### src/common/e3rx_pkg.sv
// Shared constants and carrier types for the E3 receive status latch bank
package e3rx_pkg;

	// ****************************************
	// Register indices (byte address is four times the index)
	// ****************************************
	localparam logic [7:0] E3RX_IDX_LIVE_A = 8'h24;
	localparam logic [7:0] E3RX_IDX_LIVE_B = 8'h26;
	localparam logic [7:0] E3RX_IDX_LAT_A = 8'h28;
	localparam logic [7:0] E3RX_IDX_LAT_B = 8'h2a;

	// ****************************************
	// Implemented bit masks and reset values
	// ****************************************
	localparam logic [15:0] E3RX_LIVE_A_MASK = 16'h191f;
	localparam logic [15:0] E3RX_LIVE_B_MASK = 16'h0007;
	localparam logic [15:0] E3RX_LAT_A_MASK = 16'h3dff;
	localparam logic [15:0] E3RX_LAT_B_MASK = 16'h0707;
	localparam logic [15:0] E3RX_LAT_RESET = 16'h0000;
	localparam logic [31:0] E3RX_RDATA_RESET = 32'h0000_0000;

	// ****************************************
	// Field positions, live status words
	// ****************************************
	localparam int E3RX_B_PT_UNSTABLE = 12;
	localparam int E3RX_B_PT_MISMATCH = 11;
	localparam int E3RX_B_ALL_ONES = 8;
	localparam int E3RX_B_LOF = 4;
	localparam int E3RX_B_RDI = 3;
	localparam int E3RX_B_AIS = 2;
	localparam int E3RX_B_OOF = 1;
	localparam int E3RX_B_LOS = 0;
	localparam int E3RX_B_REI_CNT = 2;
	localparam int E3RX_B_PAR_CNT = 1;
	localparam int E3RX_B_FRM_CNT = 0;

	// ****************************************
	// Field positions, latched words
	// ****************************************
	localparam int E3RX_L_TIMING = 13;
	localparam int E3RX_L_PT_CHANGE = 10;
	localparam int E3RX_L_COMM = 7;
	localparam int E3RX_L_OPER = 6;
	localparam int E3RX_L_ALIGN = 5;
	localparam int E3RX_L_REI = 10;
	localparam int E3RX_L_PAR = 9;
	localparam int E3RX_L_FRM = 8;

	// ****************************************
	// Carrier types
	// ****************************************
	typedef struct packed {
		logic payload_type_unstable;
		logic payload_type_mismatch;
		logic unframed_all_ones;
		logic lof;
		logic rdi;
		logic ais;
		logic oof;
	} e3rx_flags_t;

	typedef struct packed {
		logic [3:0] timing_source_bits;
		logic [2:0] received_payload_type;
		logic [7:0] received_comm_byte;
		logic [7:0] received_operator_byte;
	} e3rx_ovh_t;

	typedef struct packed {
		logic remote;
		logic parity;
		logic framing;
	} e3rx_err_t;

endpackage

### src/logic/e3rx_status.sv
// E3 receive live status and latched event registers behind an Avalon-MM slave
`timescale 1ns/1ps
`default_nettype none

module e3rx_status
	import e3rx_pkg::*;
(
	input wire logic sys_clk,
	input wire logic rst_b,
	input wire logic [9:0] avs_address,
	input wire logic avs_read,
	input wire logic avs_write,
	input wire logic [31:0] avs_writedata,
	input wire logic [3:0] avs_byteenable,
	output logic [31:0] avs_readdata,
	output logic avs_waitrequest,
	input wire e3rx_flags_t rx_flags,
	input wire e3rx_ovh_t rx_ovh,
	input wire e3rx_err_t counter_nonzero,
	input wire e3rx_err_t error_pulse,
	input wire logic alignment_changed,
	input wire logic loss_of_signal_input_pin,
	input wire logic [15:0] int_enable_a,
	input wire logic [15:0] int_enable_b,
	input wire logic port_int_enable,
	output logic status_irq
);

	// ****************************************
	// Pin synchroniser
	// ****************************************
	logic los_meta;
	logic los_sync;

	// Loss-of-signal arrives from a pin, two stages before use
	always_ff @(posedge sys_clk)
	begin
		if (!rst_b)
		begin
			los_meta <= 1'b0;
			los_sync <= 1'b0;
		end
		else
		begin
			los_meta <= loss_of_signal_input_pin;
			los_sync <= los_meta;
		end
	end

	// ****************************************
	// Live status words
	// ****************************************
	logic [15:0] live_a;
	logic [15:0] live_b;

	// Live words are plain wiring of the frame processor flags, the synchronised loss of signal and the counter-nonzero inputs
	always_comb
	begin
		live_a = 16'h0000;
		live_a[E3RX_B_PT_UNSTABLE] = rx_flags.payload_type_unstable;
		live_a[E3RX_B_PT_MISMATCH] = rx_flags.payload_type_mismatch;
		live_a[E3RX_B_ALL_ONES] = rx_flags.unframed_all_ones;
		live_a[E3RX_B_LOF] = rx_flags.lof;
		live_a[E3RX_B_RDI] = rx_flags.rdi;
		live_a[E3RX_B_AIS] = rx_flags.ais;
		live_a[E3RX_B_OOF] = rx_flags.oof;
		live_a[E3RX_B_LOS] = los_sync;
		live_b = 16'h0000;
		live_b[E3RX_B_REI_CNT] = counter_nonzero.remote;
		live_b[E3RX_B_PAR_CNT] = counter_nonzero.parity;
		live_b[E3RX_B_FRM_CNT] = counter_nonzero.framing;
	end

	// ****************************************
	// History for change detection
	// ****************************************
	logic primed;
	logic [15:0] prev_a;
	logic [15:0] prev_b;
	e3rx_ovh_t prev_ovh;

	// First cycle after reset only captures history, so no false change fires
	always_ff @(posedge sys_clk)
	begin
		if (!rst_b)
		begin
			primed <= 1'b0;
			prev_a <= 16'h0000;
			prev_b <= 16'h0000;
			prev_ovh <= '0;
		end
		else
		begin
			primed <= 1'b1;
			prev_a <= live_a;
			prev_b <= live_b;
			prev_ovh <= rx_ovh;
		end
	end

	// ****************************************
	// Event detection
	// ****************************************
	logic [15:0] evt_a;
	logic [15:0] evt_b;
	logic [15:0] chg_a;
	logic [15:0] rise_a;
	logic [15:0] rise_b;

	// Edge terms against last cycle's snapshot
	assign chg_a = live_a ^ prev_a;
	assign rise_a = live_a & ~prev_a;
	assign rise_b = live_b & ~prev_b;

	// Any-edge, rising-edge and direct pulse events, all gated until history is valid
	always_comb
	begin
		evt_a = 16'h0000;
		evt_b = 16'h0000;
		if (primed)
		begin
			evt_a[E3RX_L_TIMING] = rx_ovh.timing_source_bits != prev_ovh.timing_source_bits;
			evt_a[E3RX_B_PT_UNSTABLE] = rise_a[E3RX_B_PT_UNSTABLE];
			evt_a[E3RX_B_PT_MISMATCH] = rise_a[E3RX_B_PT_MISMATCH];
			evt_a[E3RX_L_PT_CHANGE] = rx_ovh.received_payload_type !=
				prev_ovh.received_payload_type;
			evt_a[E3RX_B_ALL_ONES] = chg_a[E3RX_B_ALL_ONES];
			evt_a[E3RX_L_COMM] = rx_ovh.received_comm_byte != prev_ovh.received_comm_byte;
			evt_a[E3RX_L_OPER] = rx_ovh.received_operator_byte !=
				prev_ovh.received_operator_byte;
			evt_a[E3RX_L_ALIGN] = alignment_changed;
			evt_a[E3RX_B_LOF:E3RX_B_LOS] = chg_a[E3RX_B_LOF:E3RX_B_LOS];
			evt_b[E3RX_L_REI] = error_pulse.remote;
			evt_b[E3RX_L_PAR] = error_pulse.parity;
			evt_b[E3RX_L_FRM] = error_pulse.framing;
			evt_b[E3RX_B_REI_CNT:E3RX_B_FRM_CNT] = rise_b[E3RX_B_REI_CNT:E3RX_B_FRM_CNT];
		end
	end

	// ****************************************
	// Avalon-MM slave
	// ****************************************
	logic hit_live_a;
	logic hit_live_b;
	logic hit_lat_a;
	logic hit_lat_b;
	logic wr_take;
	logic [15:0] clr_lanes;
	logic [15:0] clr_a;
	logic [15:0] clr_b;
	logic [15:0] lat_a;
	logic [15:0] lat_b;

	// Address decode against the byte address of each word
	assign hit_live_a = avs_address == {E3RX_IDX_LIVE_A, 2'b00};
	assign hit_live_b = avs_address == {E3RX_IDX_LIVE_B, 2'b00};
	assign hit_lat_a = avs_address == {E3RX_IDX_LAT_A, 2'b00};
	assign hit_lat_b = avs_address == {E3RX_IDX_LAT_B, 2'b00};
	// A write lands only on the edge where waitrequest is seen low
	assign wr_take = avs_write && !avs_waitrequest;
	assign clr_lanes = {{8{avs_byteenable[1]}}, {8{avs_byteenable[0]}}};
	assign clr_a = (wr_take && hit_lat_a) ? (avs_writedata[15:0] & clr_lanes) : 16'h0000;
	assign clr_b = (wr_take && hit_lat_b) ? (avs_writedata[15:0] & clr_lanes) : 16'h0000;

	// One wait cycle per access; released for exactly one cycle, then raised again
	always_ff @(posedge sys_clk)
	begin
		if (!rst_b)
			avs_waitrequest <= 1'b1;
		else if ((avs_read || avs_write) && avs_waitrequest)
			avs_waitrequest <= 1'b0;
		else
			avs_waitrequest <= 1'b1;
	end

	// Read data captured in the wait cycle; unmapped addresses read zero
	always_ff @(posedge sys_clk)
	begin
		if (!rst_b)
			avs_readdata <= E3RX_RDATA_RESET;
		else if (avs_read && avs_waitrequest)
		begin
			if (hit_live_a)
				avs_readdata <= {16'h0000, live_a & E3RX_LIVE_A_MASK};
			else if (hit_live_b)
				avs_readdata <= {16'h0000, live_b & E3RX_LIVE_B_MASK};
			else if (hit_lat_a)
				avs_readdata <= {16'h0000, lat_a};
			else if (hit_lat_b)
				avs_readdata <= {16'h0000, lat_b};
			else
				avs_readdata <= E3RX_RDATA_RESET;
		end
	end

	// ****************************************
	// Latched event registers
	// ****************************************
	// Set term is or-ed after the clear so a coincident event survives
	always_ff @(posedge sys_clk)
	begin
		if (!rst_b)
		begin
			lat_a <= E3RX_LAT_RESET;
			lat_b <= E3RX_LAT_RESET;
		end
		else
		begin
			lat_a <= ((lat_a & ~clr_a) | evt_a) & E3RX_LAT_A_MASK;
			lat_b <= ((lat_b & ~clr_b) | evt_b) & E3RX_LAT_B_MASK;
		end
	end

	// ****************************************
	// Interrupt request
	// ****************************************
	// Registered so the output comes from a flop; one cycle behind the latch
	always_ff @(posedge sys_clk)
	begin
		if (!rst_b)
			status_irq <= 1'b0;
		else
			status_irq <= port_int_enable &&
				(|(lat_a & int_enable_a) || |(lat_b & int_enable_b));
	end
endmodule

`default_nettype wire

### config.mk
export PLATFORM = sky130hd
export DESIGN_NAME = e3rx_status
export DESIGN_NICKNAME = d
export VERILOG_FILES = /design/src/common/e3rx_pkg.sv /design/src/logic/e3rx_status.sv
export SDC_FILE = /design/constraint.sdc
export NUM_CORES = 1
export LEC_CHECK = 0
export BUFFER_PORTS_ARGS = -buffer_cell sky130_fd_sc_hd__buf_2
export CAP_MARGIN = 0
export CORE_MARGIN = 8
export CORE_UTILIZATION = 30
export DETAILED_ROUTE_END_ITERATION = 7
export GPL_ROUTABILITY_DRIVEN = 0
export RECOVER_POWER = 100
export SLEW_MARGIN = 20
export SYNTH_ARGS = -nofsm -noshare
export SYNTH_HDL_FRONTEND = slang
export SYNTH_SLANG_ARGS = --single-unit
### constraint.sdc
create_clock -name sys_clk -period 2.1 [get_ports sys_clk]
set_input_delay 0.42 -clock sys_clk [delete_from_list [all_inputs] [get_ports sys_clk]]
set_output_delay 0.42 -clock sys_clk [all_outputs]
set_load 0.05 [all_outputs]
---- Word level (Yosys, flattened, before mapping) ----
Cells that the tools add are included.
operators by class
  equal/unequal tests ..................... 8
  multiplexer cells ....................... 12
  bitwise logic cells ..................... 14
  reduce and logical (&&, ||, !) cells .... 11
operators with widths
  cell                 count
  $eq 10x8->1 const B  4
  $mux 16              2
  $reduce_or 16->1     2
  $and 14x14->14       2
  $mux 14              2
  $mux 11              2
  $and 11x16->16       1
  $and 14x16->16       1
  $ne 8x8->1           2
  $not 14->14          1
  $or 14x14->14        1
  $and 13x13->13       1
  $not 13->13          1
  $and 11x11->11       1
  $not 11->11          1
  $or 11x11->11        1
  $mux 9               1
  $xor 9x9->9          1
  $logic_and 1x1->1    6
  $mux 3               2
  $mux 4               1
  $ne 4x4->1           1
  $and 3x3->3          1
  $ne 3x3->1           1
  other kinds (4)      6
storage, ports and cells
  register bits after elaboration ......... 90
  output and inout bits ................... 34

---- Longest topological paths before layout ----
  word-level depth ........................ 7
  gate-level depth with buffers ........... 6
  depth with buffers taken out ............ 4

---- Least setup slack after synthesis ----
No wires, ideal clock.
  path kind ............................... input port to flip-flop
  start ................................... in avs_address[6]
  end ..................................... reg avs_readdata[11]
  setup time .............................. 0.070 ns
  data arrival time ....................... 1.673 ns
  required time ........................... 2.030 ns
  slack ................................... 0.357 ns
  cell stages on the path ................. 4
  path through ............................ or4b_4 > nor4_4 > a22oi_1 > a21boi_1
between the ends
  word-level cells in the longest chain between the ends .. 4
  elaborated cells between the ends (all ways) .. 6
  those cells by class .................... eq/ne (3); mux (3)
ends and longest elaborated chain
  element               line                source
  from (decl)           e3rx_status.sv:10   input wire logic [9:0] avs_address,
  $eq 10x8->1           e3rx_status.sv:157  assign hit_lat_a = avs_address == {E3RX_IDX_LAT_A, 2'b00};
  $mux 14               e3rx_status.sv:187  else if (hit_lat_a)
  $mux 16               e3rx_status.sv:185  else if (hit_live_b)
  $mux 16 *             e3rx_status.sv:183  if (hit_live_a)
  to (signal assigned)  e3rx_status.sv:184  avs_readdata <= {16'h0000, live_a & E3RX_LIVE_A_MASK};
  to (signal assigned)  e3rx_status.sv:186  avs_readdata <= {16'h0000, live_b & E3RX_LIVE_B_MASK};
  to (signal assigned)  e3rx_status.sv:188  avs_readdata <= {16'h0000, lat_a};
  to (decl)             e3rx_status.sv:15   output logic [31:0] avs_readdata,
Every way passes the cells marked *; elsewhere a longest branch is shown, timed or not.
A chain may end at the register's enable or synchronous reset.

---- Final worst setup path ----
  start ................................... reg avs_waitrequest
  end ..................................... out avs_waitrequest
RTL lines
  element                 line                source
  from (decl)             e3rx_status.sv:16   output logic avs_waitrequest,
  from (signal assigned)  e3rx_status.sv:169  avs_waitrequest <= 1'b1;
  from (signal assigned)  e3rx_status.sv:171  avs_waitrequest <= 1'b0;
  from (signal assigned)  e3rx_status.sv:173  avs_waitrequest <= 1'b1;
No word-level cell between the ends.

==> impl_summary.txt <==
----------------------------------------------------
[Synth]
  Synth Flop Type ... dfxtp_1
  Sequential fraction of the synthesis area ... 0.4543
  Number of synthesized register bits ... 72
  Share of synthesized flip-flops with an asynchronous set or reset ... 0
  Post-Synthesis Cells ... 324
  Avg Synthesized Cell Area ... 9.793 µm²
  Post-synth EDFFs ... 0
  Post-synthesis instance area ... 3173 µm²
  Count of different cell masters after synthesis ... 39
  Yosys synthesis warning count ... 0

[Finish]
  Most frequent cells in the layout ... buf_2, dfxtp_1, and2_1, o21ai_0, clkbuf_1
  Area added between synthesis and finish ... 23.03%
  Final Instance Count excl. Fillers ... 567
  Most frequent standard cell in the layout excluding fill and tap cells ... buf_2
  Share of final-layout standard cells stronger than drive strength 1 ... 0.2575
  Layout fillers ... 1,110
  Diode insertion count for antenna repair ... 0
  Net count reported at finish ... 549

[Power]
  PnR Total Power ... 2.877 mW
  Switching share of power ... 0.2633
  Sequential power share ... 0.515
  Cell Pwr Density ... 737.0 nW/µm²
  Highest ir drop seen on vdd ... 0.0002567 V
  Pleak ... 1.563 nW
  Internal power component ... 2.120 mW
  Comb pwr share ... 0.141
  Sw Pwr ... 0.7575 mW
  Clock power share ... 0.344

[Die]
  I/O Pins ... 155
  Die height ... 118.8 µm
  Core footprint ... 10,280 µm²
  Total Die Area ... 14,120 µm²
  Starting Density ... 0.3087
  Chip Width ... 118.8 µm
  Number of rows in the core area ... 37

[Clock network]
  Total CTS buffers ... 9
  Clock Tree Buf Depth ... 2
  Setup bufs post-CTS ... 0
  H-tree depth reported by CTS ... 3
  Total number of clock tree sinks ... 72
  Count of instances resized after the clock tree is built ... 0
  Register clock-pin slew on the reported worst setup and hold paths ... 70 ps
  Clock tree from TritonCTS ... yes
  Clock insertion delay at the later pin of the skew report ... 340 ps
  Hold buffer count at CTS ... 0
  CTS root buffer ... clkbuf_8

[Route]
  Drt first pass iters ... 4
  Post-detailed-route DRC marker count ... 0
  Number of nets with antenna violations after routing ... 0
  Total wire length ... 9.285 mm
  Vias ... 2,666
  Vias per cell ... 4.702
  Drt initial violations ... 151
  Average wire per standard cell ... 16.38 µm

[STA]
  Final worst clock skew ... 3.689 ps
  Final worst path period need ... 1729 ps
  Max Freq ... 578.2 MHz
  Aggregate negative setup slack ... 0 ps
  Worst slew margin relative to its limit ... 0.2745
  Setup repair after global routing missed its margin ... false
  Worst-Margin Slew ... 1088 ps
  Final hold violations ... 0
  Share of the clock period used by the worst path ... 0.8235
  Setup Viol. Count Final ... 0
  Number of slew-limit violations in the final report ... 0

[Global routing]
  Overall fraction of global-route tracks in use ... 0.1342
  Largest net degree at the start of global routing ... 35
  Wire length of the first global-routing pass ... 14.92 mm
  Grt total ovfl ... 0
  Initial antenna violation count ... 5
  Number of global-route vias before repair ... 2,878

[Placement]
  Instance count after placement with tap cells included ... 553
  Detailed placement HPWL ... 7.190 mm
  Count of buffers from port buffering ... 103

[Worst setup path]
  Register-to-Register Path Depth ... 4
  Family with the most delay on the worst path ... buffers and inverters
  Worst setup path start ... avs_waitrequest$_SDFF_PN1_
  Endpoint of the worst-slack reg-to-reg timing path ... lat_a[1]$_SDFF_PN0_
  Buf/Inv on CP ... 1
  Type of the worst setup path ... register to output pin
  Cells along the critical path ... clkbuf_1
  Stages on worst setup path ... 1
  Delay of the slowest cell on the worst path ... 510 ps
  Crit path capture type ... output pin
  R2R Setup Slk ... 450 ps
  Endpoint required time on the critical path ... 1680 ps
  Worst EP arrival ... 1310 ps
  Highest-delay cell along the critical path ... clkbuf_1
  End point of the critical path ... avs_waitrequest
  CP startpoint kind ... register
  Beginning of the worst register-to-register path ... avs_waitrequest$_SDFF_PN1_
  Largest fanout on the critical path ... 9

[Worst hold path]
  Hold Crit Class ... input pin to register

[Outcome]
  Run status ... complete, no violations

[Run]
  Maxcap violations ... 0

----------------------------------------------------
-- cells in the mapped netlist, drive strengths merged, types with 6 or more instances --
cell type / count / area [µm²]
xor2: 9 / 78.83
a22oi: 12 / 90.09
mux2i: 6 / 60.06
o21ai: 25 / 125.1
o311ai: 6 / 52.55
nand3: 6 / 30.03
nand4: 9 / 56.30
clkbuf: 12 / 45.04
and2: 37 / 231.5
buf: 22 / 172.7
dfxtp: 72 / 1441
xnor2: 20 / 175.2
nand3b: 13 / 97.59
nand2: 20 / 75.07
a21boi: 16 / 120.1
-- cells by family (layout without fill, tap and decap cells) --
kind of cell	count (synthesis)	count (layout)	share of synthesized area
compound gates	73	73	0.1593
other cells	1	18	0.001182
mux	8	8	0.02603
buf+inv	34	124	0.06861
flops	72	72	0.4543
simple gates	107	107	0.2106
xor+xnor	29	29	0.08005
-- layout make-up --
| type | instances | area [µm²] | share of cell area |
|---|---|---|---|
| Tap cell | 136 | 170.2 | 0.04359 |
| Timing Repair Buffer | 110 | 541.8 | 0.1388 |
| Multi-Input combinational cell | 235 | 1578 | 0.4042 |
| Clock buffer | 14 | 172.7 | 0.04423 |
| Sequential cell | 72 | 1441 | 0.3692 |
-- registers in the layout, summed over array words and instances, names as in the netlist --
name	flops
avs_readdata	14
avs_waitrequest	1
lat_a	13
lat_b	6
los_meta	1
los_sync	1
prev_a	8
prev_b	3
prev_ovh	23
primed	1
status_irq	1
-- per-stage QoR --
stage / instance area, µm² / setup WS, ps / utilization / hold slack, ps
2_1_floorplan: 3237 / 356.7 / - / 411.9
3_3_place_gp: 3757 / 74.57 / 0.3656 / 418.8
3_5_place_dp: 3757 / 60.35 / 0.3656 / 421.1
4_1_cts: 3930 / 445.7 / 0.3824 / 262.5
5_1_grt: 3904 / 253.4 / 0.3798 / 277.3
6_report: 3904 / 370.6 / 0.3798 / 290.1
-- worst min-delay path by stage --
stage | startpoint | cells past startpoint | to
after floorplan | los_meta$_SDFF_PN0_ | 1 | los_sync$_SDFF_PN0_
after global placement | los_meta$_SDFF_PN0_ | 1 | los_sync$_SDFF_PN0_
after detailed placement | los_meta$_SDFF_PN0_ | 1 | los_sync$_SDFF_PN0_
after CTS | loss_of_signal_input_pin | 2 | los_meta$_SDFF_PN0_
after global routing | loss_of_signal_input_pin | 2 | los_meta$_SDFF_PN0_
final | loss_of_signal_input_pin | 2 | los_meta$_SDFF_PN0_
-- layer usage --
metal / wire [µm] / global-route usage
met3: 985 / 0.07605
met5: 52 / 0
met4: 114 / 0.03953
met2: 4020 / 0.2013
met1: 4112 / 0.1600
-- power groups by stage --
stage	clock network [mW]	registers, mW	logic (mW)
after global placement	0	1.51	0.400
after detailed placement	0	1.51	0.407
after floorplan	0	1.51	0.285
after global routing	1.10	1.49	0.449
after CTS	1.03	1.48	0.409
final	0.989	1.48	0.405
Power figures use the tool's default switching activity.
